--- src/hw/mftr_consts.vh ---
// Constants for the multifunction terminal router
`ifndef MFTR_CONSTS_VH
`define MFTR_CONSTS_VH

// Configuration space location of the routing register
`define MFTR_ROUTE_OFS 8'h8c
// Implemented selector bits (terminals 0 to 5)
`define MFTR_ROUTE_W 24
`define MFTR_ROUTE_RST 24'h000000

// Field positions of each terminal selector
`define MFTR_T0_LSB 0
`define MFTR_T1_LSB 4
`define MFTR_T2_LSB 8
`define MFTR_T3_LSB 12
`define MFTR_T4_LSB 16
`define MFTR_T5_LSB 20
`define MFTR_SEL_W 4

// Selector codes
`define MFTR_SEL_GPI 4'h0
`define MFTR_SEL_GPO 4'h1
`define MFTR_SEL_SERIRQ 4'h1
`define MFTR_SEL_ALT 4'h2
`define MFTR_SEL_IRQ3 4'h3
`define MFTR_SEL_IRQ4 4'h4
`define MFTR_SEL_IRQ5 4'h5
`define MFTR_SEL_VSTAT 4'h6
`define MFTR_SEL_VSEL 4'h7
`define MFTR_SEL_AUDIO 4'h8
`define MFTR_SEL_IRQ9 4'h9
`define MFTR_SEL_RING 4'ha
`define MFTR_SEL_IRQ11 4'hb
`define MFTR_SEL_LED 4'hc
`define MFTR_SEL_IRQ13 4'hd
`define MFTR_SEL_EVENT 4'he
`define MFTR_SEL_IRQ15 4'hf

// Idle level returned for an input that is not routed
`define MFTR_IN_IDLE 1'b1

`endif

--- src/hw/mftr_router.v ---
// Multifunction terminal router for terminals 0 to 5
//
// Function
// - Terminal 5 selector in bits 23:20, reset 0000 gives general input 4.
// - Terminal 5 code 0010 carries DMA grant, code 1110 general event.
// - Terminal 4 selector in bits 19:16, code 0010 carries PCI lock.
// - Serial bus strap forces terminal 4 to serial clock.
// - Serial bus strap forces terminal 1 to serial data.
// - Terminal 3 selector in bits 15:12, reset 0000 is undriven input.
// - Terminal 3 code 0001 carries the serial interrupt stream.
// - Terminal 3 codes 0010 to 1111 drive interrupt line of same number.
// - Terminal 2 selector in bits 11:8, code 0010 drives DMA request.
// - Terminal 2 code 1111 drives interrupt line 7.
// - Terminal 0 selector in bits 3:0, code 0010 drives PCI interrupt A.
// - Terminals 0,1,2,4,5 reset to inputs 0-4; code 0001 gives outputs.
// - Codes 0011, 0100, 0101 drive lines 3, 4, 5; code 1001 line 9.
// - Code 0110 video status on five pins; 0111 video select except pin 4.
// - Code 1000 drives audio pulse signal on five pins.
// - Terminal 1 code 1100 drives activity LED, code 1110 general event.
// - Code 1111 drives line 15 on terminals 0, 1, 4, 5.
// - Terminals 2 and 4 offer ring-indicate output.
// - Routing value may be loaded from serial EEPROM instead of reset.
// - Ring output reaches pins only while ring output enable is set.
`timescale 1ns/1ps
`include "mftr_consts.vh"
module mftr_router #(
   parameter NPIN = 6,
   parameter NGP = 5
) (
   input wire clock_i,                 // PCI clock, 40 MHz
   input wire rst_b_i,                 // PCI reset, synchronous, active low
   input wire cfg_wr_i,                // Config write strobe
   input wire cfg_rd_i,                // Config read strobe
   input wire [7:0] cfg_addr_i,        // Config byte offset, dword aligned
   input wire [3:0] cfg_be_i,          // Config byte enables
   input wire [31:0] cfg_wdata_i,      // Config write data
   output reg [31:0] cfg_rdata_o,      // Config read data
   input wire eeprom_load_i,           // EEPROM default load strobe
   input wire [23:0] eeprom_data_i,    // EEPROM routing default
   input wire power_switch_ctl_0_i,    // Strap pin 0
   input wire power_switch_ctl_1_i,    // Strap pin 1
   input wire [NPIN-1:0] pin_i,        // Terminal input levels
   output reg [NPIN-1:0] pin_o,        // Terminal output levels
   output reg [NPIN-1:0] pin_oe_o,     // Terminal drive enables
   input wire [NGP-1:0] gp_output_i,   // General output data
   output reg [NGP-1:0] gp_input_o,    // General input status
   input wire [15:0] isa_irq_i,        // Parallel interrupt levels
   input wire serial_irq_stream_i,     // Serial irq data to send
   input wire serial_irq_oe_i,         // Serial irq drive enable
   output reg serial_irq_in_o,         // Serial irq line level
   output reg central_dma_grant_o,     // Sampled DMA grant
   input wire central_dma_request_i,   // DMA request to drive
   input wire lock_out_i,              // PCI lock level to drive
   input wire lock_oe_i,               // PCI lock drive enable
   output reg lock_in_o,               // PCI lock line level
   input wire inta_i,                  // PCI interrupt A level
   input wire video_port_status_i,     // Video status
   input wire video_port_select_i,     // Video select
   input wire card_audio_pin_i,        // Card audio pulse input
   input wire socket_activity_led_i,   // Activity LED level
   input wire general_event_out_i,     // General event level
   input wire ring_indicate_out_i,     // Ring indicate level
   input wire ring_output_enable_i,    // Ring output enable bit
   input wire scl_oe_i,                // Serial bus clock pull-low
   input wire sda_oe_i,                // Serial bus data pull-low
   output reg scl_in_o,                // Serial bus clock level
   output reg sda_in_o,                // Serial bus data level
   output reg serial_bus_mode_o        // Serial bus mode strapped
);

   // Source bundle positions inside the routing function
   localparam S_VSTAT = 0;
   localparam S_VSEL = 1;
   localparam S_AUDIO = 2;
   localparam S_LED = 3;
   localparam S_EVENT = 4;
   localparam S_RING = 5;
   localparam S_RING_EN = 6;
   localparam S_INTA = 7;
   localparam S_DREQ = 8;
   localparam S_LOCK = 9;
   localparam S_LOCK_OE = 10;
   localparam S_SIRQ = 11;
   localparam S_SIRQ_OE = 12;
   localparam NSRC = 13;

   reg [`MFTR_ROUTE_W-1:0] route;
   wire [NPIN-1:0] pin_s;
   wire sb_mode;
   wire [NSRC-1:0] src;
   reg [NPIN-1:0] next_pin_o;
   reg [NPIN-1:0] next_pin_oe;
   reg [1:0] drv;
   integer t;

   // Selector of one terminal
   function [3:0] sel_of;
      input [`MFTR_ROUTE_W-1:0] r;
      input integer term;
      begin
         sel_of = r[term*`MFTR_SEL_W +: `MFTR_SEL_W];
      end
   endfunction

   // General input/output index of terminals 0,1,2,4,5
   function [2:0] gp_idx;
      input integer term;
      begin
         gp_idx = (term < 3) ? term[2:0] : term[2:0] - 3'd1;
      end
   endfunction

   // Drive decision {oe, level} for one terminal and selector
   function [1:0] pin_drive;
      input integer term;
      input [3:0] sel;
      input [15:0] irq;
      input [NSRC-1:0] s;
      input gpo;
      begin
         // Undriven unless a branch below claims the pin; reserved codes stay off
         pin_drive = 2'b00;
         if (term == 3) begin
            if (sel == `MFTR_SEL_GPI)
               pin_drive = 2'b00;
            else if (sel == `MFTR_SEL_SERIRQ)
               pin_drive = {s[S_SIRQ_OE], s[S_SIRQ]};
            else
               pin_drive = {1'b1, irq[sel]};
         end else begin
            case (sel)
               `MFTR_SEL_GPI: pin_drive = 2'b00;
               `MFTR_SEL_GPO: pin_drive = {1'b1, gpo};
               `MFTR_SEL_ALT: begin
                  if (term == 0)
                     pin_drive = {1'b1, s[S_INTA]};
                  else if (term == 1)
                     pin_drive = {1'b1, irq[2]};
                  else if (term == 2)
                     pin_drive = {1'b1, s[S_DREQ]};
                  else if (term == 4)
                     pin_drive = {s[S_LOCK_OE], s[S_LOCK]};
                  else
                     pin_drive = 2'b00;
               end
               `MFTR_SEL_IRQ3, `MFTR_SEL_IRQ4, `MFTR_SEL_IRQ5,
               `MFTR_SEL_IRQ9: pin_drive = {1'b1, irq[sel]};
               `MFTR_SEL_VSTAT: pin_drive = {1'b1, s[S_VSTAT]};
               `MFTR_SEL_VSEL: begin
                  if (term != 4)
                     pin_drive = {1'b1, s[S_VSEL]};
               end
               `MFTR_SEL_AUDIO: pin_drive = {1'b1, s[S_AUDIO]};
               `MFTR_SEL_RING: begin
                  if (term == 2 || term == 4)
                     pin_drive = {s[S_RING_EN], s[S_RING]};
                  else
                     pin_drive = {1'b1, irq[10]};
               end
               `MFTR_SEL_IRQ11: begin
                  if (term != 5)
                     pin_drive = {1'b1, irq[11]};
               end
               `MFTR_SEL_LED: begin
                  if (term != 2 && term != 4)
                     pin_drive = {1'b1, s[S_LED]};
               end
               `MFTR_SEL_IRQ13: begin
                  if (term < 2)
                     pin_drive = {1'b1, irq[13]};
               end
               `MFTR_SEL_EVENT: pin_drive = {1'b1, s[S_EVENT]};
               default: begin
                  if (term == 2)
                     pin_drive = {1'b1, irq[7]};
                  else
                     pin_drive = {1'b1, irq[15]};
               end
            endcase
         end
      end
   endfunction

   // Inputs are synchronised before any use
   mftr_sync #(
      .W(NPIN)
   ) u_sync (
      .clock_i(clock_i),
      .rst_b_i(rst_b_i),
      .d_i(pin_i),
      .q_o(pin_s)
   );

   // Serial bus strap caught after reset release
   mftr_strap u_strap (
      .clock_i(clock_i),
      .rst_b_i(rst_b_i),
      .power_switch_ctl_0_i(power_switch_ctl_0_i),
      .power_switch_ctl_1_i(power_switch_ctl_1_i),
      .serial_mode_o(sb_mode)
   );

   // Internal sources gathered for the routing function
   assign src = {serial_irq_oe_i, serial_irq_stream_i, lock_oe_i, lock_out_i,
                 central_dma_request_i, inta_i, ring_output_enable_i,
                 ring_indicate_out_i, general_event_out_i, socket_activity_led_i,
                 card_audio_pin_i, video_port_select_i, video_port_status_i};

   // Routing register; EEPROM load beats a config write in the same cycle
   always @(posedge clock_i) begin
      if (!rst_b_i) begin
         route <= `MFTR_ROUTE_RST;
      end else if (eeprom_load_i) begin
         route <= eeprom_data_i;
      end else if (cfg_wr_i && cfg_addr_i == `MFTR_ROUTE_OFS) begin
         if (cfg_be_i[0])
            route[7:0] <= cfg_wdata_i[7:0];
         if (cfg_be_i[1])
            route[15:8] <= cfg_wdata_i[15:8];
         if (cfg_be_i[2])
            route[23:16] <= cfg_wdata_i[23:16];
      end
   end

   // Read data; upper byte reads zero, unmapped offsets read zero
   always @(posedge clock_i) begin
      if (!rst_b_i)
         cfg_rdata_o <= 32'h00000000;
      else if (cfg_rd_i && cfg_addr_i == `MFTR_ROUTE_OFS)
         cfg_rdata_o <= {8'h00, route};
      else
         cfg_rdata_o <= 32'h00000000;
   end

   // Per-terminal drive decision; serial bus strap overrides the selectors of terminals 1 and 4
   always @* begin
      next_pin_o = {NPIN{1'b0}};
      next_pin_oe = {NPIN{1'b0}};
      drv = 2'b00;
      for (t = 0; t < NPIN; t = t + 1) begin
         drv = pin_drive(t, sel_of(route, t), isa_irq_i, src,
                         gp_output_i[gp_idx(t)]);
         if (sb_mode && t == 4)
            drv = {scl_oe_i, 1'b0};
         else if (sb_mode && t == 1)
            drv = {sda_oe_i, 1'b0};
         next_pin_oe[t] = drv[1];
         next_pin_o[t] = drv[1] & drv[0];
      end
   end

   // Registered pin drive, one clock behind the sources
   always @(posedge clock_i) begin
      if (!rst_b_i) begin
         pin_o <= {NPIN{1'b0}};
         pin_oe_o <= {NPIN{1'b0}};
      end else begin
         pin_o <= next_pin_o;
         pin_oe_o <= next_pin_oe;
      end
   end

   // General input status: synchronised level while routed as input
   always @(posedge clock_i) begin
      if (!rst_b_i) begin
         gp_input_o <= {NGP{1'b0}};
      end else begin
         gp_input_o[0] <= (sel_of(route, 0) == `MFTR_SEL_GPI) & pin_s[0];
         gp_input_o[1] <= (sel_of(route, 1) == `MFTR_SEL_GPI) & !sb_mode & pin_s[1];
         gp_input_o[2] <= (sel_of(route, 2) == `MFTR_SEL_GPI) & pin_s[2];
         gp_input_o[3] <= (sel_of(route, 4) == `MFTR_SEL_GPI) & !sb_mode & pin_s[4];
         gp_input_o[4] <= (sel_of(route, 5) == `MFTR_SEL_GPI) & pin_s[5];
      end
   end

   // Returned input levels; idle high when the function is not routed
   always @(posedge clock_i) begin
      if (!rst_b_i) begin
         central_dma_grant_o <= `MFTR_IN_IDLE;
         lock_in_o <= `MFTR_IN_IDLE;
         serial_irq_in_o <= `MFTR_IN_IDLE;
         scl_in_o <= `MFTR_IN_IDLE;
         sda_in_o <= `MFTR_IN_IDLE;
         serial_bus_mode_o <= 1'b0;
      end else begin
         central_dma_grant_o <= (sel_of(route, 5) == `MFTR_SEL_ALT) ?
                                pin_s[5] : `MFTR_IN_IDLE;
         lock_in_o <= (sel_of(route, 4) == `MFTR_SEL_ALT && !sb_mode) ?
                      pin_s[4] : `MFTR_IN_IDLE;
         serial_irq_in_o <= (sel_of(route, 3) == `MFTR_SEL_SERIRQ) ?
                            pin_s[3] : `MFTR_IN_IDLE;
         scl_in_o <= sb_mode ? pin_s[4] : `MFTR_IN_IDLE;
         sda_in_o <= sb_mode ? pin_s[1] : `MFTR_IN_IDLE;
         serial_bus_mode_o <= sb_mode;
      end
   end

endmodule // mftr_router

--- src/hw/mftr_strap.v ---
// Serial bus mode strap capture
`timescale 1ns/1ps
module mftr_strap (
   input wire clock_i,             // PCI clock
   input wire rst_b_i,             // Synchronous reset, active low
   input wire power_switch_ctl_0_i, // Strap level on switch control 0
   input wire power_switch_ctl_1_i, // Strap level on switch control 1
   output reg serial_mode_o        // Both pulled up: serial bus mode
);
   reg done;

   // Sampled once, first cycle after reset release; pins later toggle
   always @(posedge clock_i) begin
      if (!rst_b_i) begin
         done <= 1'b0;
         serial_mode_o <= 1'b0;
      end else if (!done) begin
         done <= 1'b1;
         serial_mode_o <= power_switch_ctl_0_i & power_switch_ctl_1_i;
      end
   end
endmodule // mftr_strap

--- src/hw/mftr_sync.v ---
// Two-stage synchroniser for the terminal input levels
`timescale 1ns/1ps
module mftr_sync #(
   parameter W = 6
) (
   input wire clock_i,        // PCI clock
   input wire rst_b_i,        // Synchronous reset, active low
   input wire [W-1:0] d_i,    // Raw pin levels
   output reg [W-1:0] q_o     // Synchronised levels
);
   reg [W-1:0] meta;

   // First stage feeds only the second
   always @(posedge clock_i) begin
      if (!rst_b_i) begin
         meta <= {W{1'b1}};
         q_o <= {W{1'b1}};
      end else begin
         meta <= d_i;
         q_o <= meta;
      end
   end
endmodule // mftr_sync

--- config.mk ---
export PLATFORM = sky130hd
export DESIGN_NAME = mftr_router
export DESIGN_NICKNAME = d
export VERILOG_FILES = /design/src/hw/mftr_router.v /design/src/hw/mftr_strap.v /design/src/hw/mftr_sync.v
export VERILOG_INCLUDE_DIRS = /design/src /design/src/hw
export SDC_FILE = /design/constraint.sdc
export NUM_CORES = 1
export LEC_CHECK = 0
export ABC_AREA = 1
export BUFFER_PORTS_ARGS = -buffer_cell sky130_fd_sc_hd__buf_4
export CAP_MARGIN = 5
export CORE_ASPECT_RATIO = 1.2
export CORE_MARGIN = 5
export CORE_UTILIZATION = 45
export CTS_CLUSTER_SIZE = 12
export DETAILED_ROUTE_END_ITERATION = 6
export GPL_TIMING_DRIVEN = 0
export HOLD_SLACK_MARGIN = 0.03
export PLACE_DENSITY = 0.76
export RECOVER_POWER = 100
export SYNTH_ARGS = -nofsm -noshare
export SYNTH_HDL_FRONTEND = slang
export SYNTH_HIERARCHICAL = 1
export SYNTH_SLANG_ARGS = --single-unit
export TNS_END_PERCENT = 10
--- constraint.sdc ---
create_clock -name clock_i -period 1.5 [get_ports clock_i]
set_input_delay 0.3 -clock clock_i [delete_from_list [all_inputs] [get_ports clock_i]]
set_output_delay 0.3 -clock clock_i [all_outputs]
set_load 0.02 [all_outputs]
* Word level (Yosys, flattened, before mapping)
Index checks and enable logic that the tools add are counted.
Cells by class: reduce and logical (&&, ||, !) cells 30, magnitude comparators 6, bitwise gates (word level) 14, equality and inequality tests 72, mux-type cells 27
Operator list (number):
- equality test 4 bit (second input constant) | 35
- equality test 4 x 3 -> 1 bit (second input constant) | 20
- 2-to-1 mux 24 bit | 2
- one-hot mux 2 bit (12 select lines) | 2
- equality test 4 x 2 -> 1 bit (second input constant) | 10
- one-hot mux 2 bit (9 select lines) | 2
- < comparator 4 x 5 -> 1 bit (second input constant) | 6
- OR reduction 4 bit | 7
- binary-select mux 1 bit (select 4 bit) | 6
- equality test 4 x 1 -> 1 bit (second input constant) | 6
- zero test 4 bit | 6
- 2-to-1 mux 8 bit | 3
- one-hot mux 2 bit (10 select lines) | 1
- AND reduction 2 bit | 8
- AND 1 bit | 14
- equality test 8 bit (second input constant) | 1
- 2-to-1 mux 2 bit | 4
- nonzero test 2 bit | 4
- 2-to-1 mux 1 bit | 7
- logical AND 1 bit | 3
- OR reduction 3 bit | 1
- zero test 1 bit | 1
Word-level totals: input bits 117, word-level logic and storage cells 167, output and inout port bits 55, bits in registers 93

* Longest topological paths before layout
Gate-level depths: netlist (run 1).
depth after elaboration 5, mapped depth 10, gate-level depth less buffers 9

* Hierarchy
Netlist (run 1), hierarchy kept.
By module, submodules not included:
- mftr_router | seq. area each 1421.4 sq um, cells each 786, instances 1, area an instance 4434.3 sq um
- mftr_sync | seq. area each 240.2 sq um, cells each 37, instances 1, area an instance 341.6 sq um
- mftr_strap | seq. area each 40.0 sq um, cells each 7, instances 1, area an instance 60.1 sq um

* Least setup slack after synthesis (run 1)
OpenSTA, ideal clock, no wires.
kind input -> register, start input cfg_addr_i[1], end register route[0], stages 9, setup slack 0.309 ns, library setup time 0.113 ns, arrival 1.078 ns, data required time 1.387 ns, buffers on the path 1, path through nor2_1 > nand3_1 > nor2_2 > nand2_1 > nand2_2 > o21ai_2 > buf_6 > nor2_1 > nor2_1
Between the ends: cells in the longest elaborated chain, start to end 4
RTL lines:
- start, declared | line mftr_router.v:34 | input wire [7:0] cfg_addr_i,
- equality test 8 bit (no source line)
- logical AND 1 bit (no source line)
- nonzero test 2 bit (no source line)
- AND reduction 2 bit (no source line)
- end signal, assigned | line mftr_router.v:212 | route <= `MFTR_ROUTE_RST;
- end signal, assigned | line mftr_router.v:214 | route <= eeprom_data_i;
- end signal, assigned | line mftr_router.v:217 | route[7:0] <= cfg_wdata_i[7:0];
- end, declared | line mftr_router.v:87 | reg [`MFTR_ROUTE_W-1:0] route;
Every way passes these cells. A chain may end at the register's enable or synchronous reset.

* Worst setup path in the final report (run 1)
start register route[8], end register pin_o[2]
Between the ends: cells in the longest elaborated chain, start to end 4, elaborated cells between the ends (all ways) 21, those cells by class eq/ne: 14; mux: 3; bitwise: 1; reduce/logical: 3
RTL lines:
- start signal, assigned | line mftr_router.v:212
- start signal, assigned | line mftr_router.v:214
- start signal, assigned | line mftr_router.v:219 | route[15:8] <= cfg_wdata_i[15:8];
- binary-select mux 1 bit (select 4 bit), or another cell as far along | line mftr_router.v:147 | `MFTR_SEL_IRQ9: pin_drive = {1'b1, irq[sel]};
- 2-to-1 mux 1 bit (not written as such), or another cell as far along | line mftr_router.v:147
- one-hot mux 2 bit (10 select lines) (*) | line mftr_router.v:131 | case (sel)
- AND 1 bit (*) | line mftr_router.v:248 | next_pin_o[t] = drv[1] & drv[0];
- end signal, assigned | line mftr_router.v:255 | pin_o <= {NPIN{1'b0}};
- end signal, assigned | line mftr_router.v:258 | pin_o <= next_pin_o;
- end, declared | line mftr_router.v:43 | output reg [NPIN-1:0] pin_o,
Mark *: on every way between the ends. The rest lies on a longest branch, timed or not. The select of a mux whose other input is x is not followed.

==> qor.txt, run 1 <==
status = finished clean
DRC violations left = 0
number of I/O pins = 172
placed cell area = 6160 µm²
clock sinks = 85
CTS tree = done
Cells after Synth = 830
Post-synth EDFFs = 0
syn avg cell area = 5.83 µm²
largest net degree at the start of global routing = 16
pwr dens = 1000 nW/µm²
met2 wire len = 7100 µm
static leakage = 3.48 nW
worst slew pin tran = 0.613 ns
count leader, synth = nand2_1
Finished Layout Cells = 1,133
ys flop type = dfxtp_1
Commonest cells post-synth = 402 x nand2_1, 116 x nor2_1, 85 x dfxtp_1
RSZ-0062 raised after global routing = yes
post-DP HPWL = 12,400 µm
Startpoint Class = flip-flop
Placed Cells = 1,117
initial DRC count = 445
drt pass-1 iters = 5
FFs w/ async S/R, synth = 0
initial antenna violation count = 0
row count = 41
top sig layer = met4
area of the core = 10,500 µm²
Layout Nets = 1,116
clk_lat worst skew = 0.35 ns
vias per cell = 4.98
CP top delay family = buffers and inverters
Final period util = 0.943
DP Worst Slack = -0.0880 ns
FF+latch count, synth = 85
PnR Total Power = 0.00629 W
vias = 5,648
clk slew on worst S/H paths = 0.06 ns
ranking of synthesized cells by area = dfxtp_1 35%, nand2_1 31%, nor2_1 9.0%, inv_1 5.7%, nand3_1 3.1%
GRT overflow = 0
Final ANT Viol Nets = 0
Crit path arrival time = 1.65 ns
hold_buf cts = 0
CTS Buf Count = 9
critical path capture point type = flip-flop
Worst Setup Path Type = flip-flop to flip-flop
routed wire length = 16,000 µm
CP Cell Sequence = buf_4 -> clkinvlp_4 -> nand2_1 -> nand2_1 -> nand2_1 -> nand2_1 -> nand2_1 -> nand2_1 -> o21ai_1 -> a21oi_1
final instance area = 6290 µm²
chip width = 105 µm
die height = 124 µm
layout cells sized above 1 = 0.165
H-tree Lvls = 3
fin. max-slew vios = 0
cell type with the largest total area after synthesis = dfxtp_1
unique cell type count in the Yosys netlist = 33
Peak VDD IR = 0.499 mV
Starting Density = 0.460
vias in the first global route = 5,171
global-route wire length before repair = 25,400 µm
fmax = 707 MHz
setup_tns = 0 ns
die area = 12,900 µm²
met3 wire len = 1560 µm
gp weighted congestion = 0.932
peak per-stage delay on the critical path = 0.32 ns
Synth top area share = 0.352
CP Buf/Inv Count = 2
PortBufs = 151
HP Class = input pin to flip-flop
synthesis-to-finish area growth = 30.0%
Tot GR Track Use = 0.247
Longest Clk Path Bufs = 2
cell mode on critical path = nand2_1
antenna diode count = 0
register area share after synthesis = 0.352
routed len/inst = 14.1 µm
worst-path fanout max = 9
Syn Std Cell Area = 4840 µm²
yosys warns = 6
endpoints failing setup = 0
max cap viols = 0
Worst slew margin = 0.589
post-layout min period = 1.41 ns
Final Hold Violating Endpoints = 0
final worst setup slack = 0.0861 ns
CP required = 1.74 ns
reg2reg setup slack = 0.09 ns
slowest CP cell = dfxtp_1
Layout Skew = 0.00764 ns
CTS root buf = clkbuf_16
Met1 Wirelength = 6690 µm
area by class of cell:
cell class | count | area [µm²]
inverters | 78 | 298
flip-flops and latches | 85 | 1700
plain buffers | 37 | 236
fillers | 1070 | 4230
repair buffers | 151 | 957
multi-input cells | 637 | 2610
clock inverters | 6 | 93.8
well taps | 129 | 161
clock buffers | 10 | 229
routing by layer:
layer,vias up,track usage
met1,2461,0.318
met4,0,0.107
met3,48,0.0663
met5,-,0
li1,2857,-
met2,282,0.391
per-stage QoR:
stage | utilization | hold WS, ns
after global placement | 0.585 | 0.386
after global routing | 0.598 | 0.115
after detailed placement | 0.585 | 0.389
after floorplan | - | 0.328
after CTS | 0.616 | 0.109
final | 0.598 | 0.117
cells by family (layout without fill, tap and decap cells):
family / after synthesis / count (layout) / share of synthesized area
AND/OR/NAND/NOR: 568 / 568 / 0.459
buffers and inverters: 115 / 282 / 0.113
flip-flops: 85 / 85 / 0.352
AO/OA/AOI/OAI: 59 / 59 / 0.0714
XOR/XNOR: 2 / 2 / 0.00362
other: 1 / 8 / 0.000775
worst register-to-register path: stages (launching register included):
cell	delay (ns)
dfxtp_1	0.32
buf_4	0.16
clkinvlp_4	0.22
nand2_1	0.12
nand2_1	0.05
nand2_1	0.05
nand2_1	0.06
nand2_1	0.06
nand2_1	0.05
o21ai_1	0.14
a21oi_1	0.08
report_power, final:
part	switching [W]	internal, W	total [W]
Combinational	0.000888	0.000538	0.00143
Clock	0.000937	0.00147	0.00241
Sequential	0.0000740	0.00238	0.00245
cell usage in the layout (no fill, tap or decap), drive strengths merged:
cell      Yosys  layout
nand2       403     403
buf          31     128
nor2        119     119
dfxtp        85      85
inv          76      78
clkbuf        6      70
o21ai        33      33
nand3        30      30
nand4        10      10
a21oi         9       9
conb          1       8
o211ai        7       7
o22ai         4       4
a31oi         2       2
xor2          2       2
nor4          2       2
nor3          2       2
clkinvlp      0       2
bufinv        0       2
clkinv        2       2
o221ai        1       1
or4           1       1
a31o          1       1
o31ai         1       1
a22o          1       1
nand3b        1       1
sequential cells by signal, summed over array words and instances (netlist names):
signal                 count
u_strap/serial_mode_o      1
u_sync/meta                6
serial_bus_mode_o          1
cfg_rdata_o               24
scl_in_o                   1
route                     24
central_dma_grant_o        1
lock_in_o                  1
sda_in_o                   1
u_strap/done               1
gp_input_o                 5
serial_irq_in_o            1
u_sync/q_o                 6
pin_oe_o                   6
pin_o                      6
timing repair:
item / 4_1_cts / 5_1_grt
setup buffers: 0 / 0
setup endpoints to repair: 0 / 5
resized for setup: 0 / 11
hold endpoints to repair: 0 / 0
path summary, 6_finish.rpt:
| kind | end | cells after the start | start |
|---|---|---|---|
| hold reg to reg | u_sync/q_o[0] | 2 | u_sync/meta[0] |
| setup / recovery | pin_o[2] | 10 | route[8] |
| setup reg to reg | pin_o[2] | 10 | route[8] |
| hold / removal | u_sync/meta[0] | 3 | pin_i[0] |
Note: power is estimated with default switching activity, not from simulation.
==> run 2, diff against run 1 <==
--- a/config.mk
+++ b/config.mk
@@ -11,12 +11,12 @@
 export CAP_MARGIN = 5
 export CORE_ASPECT_RATIO = 1.2
 export CORE_MARGIN = 5
-export CORE_UTILIZATION = 45
+export CORE_UTILIZATION = 30
 export CTS_CLUSTER_SIZE = 12
 export DETAILED_ROUTE_END_ITERATION = 6
 export GPL_TIMING_DRIVEN = 0
 export HOLD_SLACK_MARGIN = 0.03
-export PLACE_DENSITY = 0.76
+export PLACE_DENSITY = 0.56
 export RECOVER_POWER = 100
 export SYNTH_ARGS = -nofsm -noshare
 export SYNTH_HDL_FRONTEND = slang
==> run 2 against run 1 <==
Non-clock buffer count unchanged. Critical path depth shrank 4. Final cell count increased by 7.0%. Total power grew 0.38%. First-iteration DRC count is 2.5% higher. Clock skew shrank 0.0028 ns. Clock power hardly changed. Combinational power barely moved. Design area rose by 1.8%. Clock-buffer cell count grew 1. Routed wire length grew 9.9%. Critical path type unchanged.
==> qor.txt, run 2 (synthesis results as in run 1) <==
number of I/O pins = 172
final instance area = 6400 µm²
status = finished clean
static leakage = 3.48 nW
Final ANT Viol Nets = 0
die height = 149 µm
routed wire length = 17,600 µm
vias in the first global route = 5,196
Tot GR Track Use = 0.182
RSZ-0062 raised after global routing = no
worst hold margin = 0.120 ns
vias per cell = 4.52
Min-Delay Startpoint = pin_i[1]
vias = 5,473
GRT overflow = 0
hold_buf cts = 0
worst slew pin tran = 0.540 ns
Crit path arrival time = 1.65 ns
endpoints failing setup = 0
antenna diode count = 0
chip width = 126 µm
max cap viols = 0
Layout Nets = 1,116
Final Hold Violating Endpoints = 0
Reg2Reg Depth = 6
die area = 18,800 µm²
H-tree Lvls = 3
Final period util = 0.935
PnR Total Power = 0.00631 W
routed len/inst = 14.5 µm
clock sinks = 85
fin. max-slew vios = 0
Layout Skew = 0.00482 ns
gp weighted congestion = 0.925
biggest registers after layout = cfg_rdata_o x24, route x24
critical path capture point type = flip-flop
largest net degree at the start of global routing = 15
Hold Path End = u_sync/meta[1]
layout cells sized above 1 = 0.166
Peak VDD IR = 0.570 mV
CTS tree = done
Worst Setup Path Type = flip-flop to flip-flop
pwr dens = 986 nW/µm²
reg2reg end = pin_oe_o[4]
placed cell area = 6260 µm²
most frequent cells in the layout = 402 x nand2_1, 118 x buf_4, 113 x nor2_1
post-layout min period = 1.40 ns
DRC violations left = 0
global-route wire length before repair = 27,200 µm
HP Class = input pin to flip-flop
Worst slew margin = 0.637
PortBufs = 151
hold depth = 3
Reg2Reg Launch Point = route[19]
Post-CTS Resized = 1
Post-CTS Setup Inserts = 0
commonest non-fill, non-tap cell in the layout = nand2_1
fin util = 0.408
clk_lat worst skew = 0.35 ns
initial DRC count = 456
initial antenna violation count = 0
reg2reg setup slack = 0.1 ns
Startpoint Class = flip-flop
worst-path fanout max = 5
drt pass-1 iters = 5
Starting Density = 0.308
CP required = 1.74 ns
clk slew on worst S/H paths = 0.06 ns
Longest Clk Path Bufs = 2
area of the core = 15,700 µm²
CTS root buf = clkbuf_16
row count = 50
post-DP HPWL = 13,900 µm
CTS Buf Count = 9
fmax = 713 MHz
synthesis-to-finish area growth = 32.4%
[run 2: metrics by stage]
step | instances | setup TNS (ns) | setup WS (ns)
2_1_floorplan | 837 | 0 | 0.309
6_report | 1212 | 0 | 0.0980
5_1_grt | 1212 | 0 | 0.00490
3_3_place_gp | 1196 | -1.48 | -0.199
4_1_cts | 1212 | 0 | 0.0422
3_5_place_dp | 1196 | -2.34 | -0.201
[run 2: layer usage]
layer	wire, µm	vias to the layer above	global-route usage
li1	-	2863	-
met1	7420	2366	0.224
met2	8370	217	0.316
met3	1380	27	0.0423
met4	410	0	0.0558
met5	0	-	0
[run 2: where the power goes]
| group | internal (W) | switching [W] | leakage [nW] |
|---|---|---|---|
| Combinational | 0.000543 | 0.000908 | 2.63 |
| Sequential | 0.00238 | 0.0000737 | 0.698 |
| Clock | 0.00147 | 0.000944 | 0.146 |
[run 2: worst max-delay path, cell delays in order (launching register included)]
cell,delay (ns)
dfxtp_1,0.44
inv_2,0.11
nand2_1,0.17
o21ai_0,0.12
nor2_1,0.17
nand2_1,0.12
a22o_1,0.18
[run 2: how the worst max path moves through the flow]
stage / startpoint / end / slack (ns) / cells past startpoint
after detailed placement: cfg_addr_i[5] / route[7] / -0.20 / 10
after CTS: route[17] / pin_o[4] / 0.04 / 9
after global routing: route[5] / pin_o[1] / 0.005 / 8
after global placement: cfg_addr_i[1] / route[6] / -0.20 / 10
final: route[19] / pin_oe_o[4] / 0.1 / 6
after floorplan: cfg_addr_i[1] / route[0] / 0.31 / 9
[run 2: layout make-up]
type / instances / area [µm²]
Tap cell: 208 / 260
Sequential cell: 85 / 1700
Fill cell: 1758 / 9300
Multi-Input combinational cell: 637 / 2620
Inverter: 78 / 300
Clock inverter: 5 / 83.8
Buffer: 37 / 245
Timing Repair Buffer: 151 / 957
Clock buffer: 11 / 233
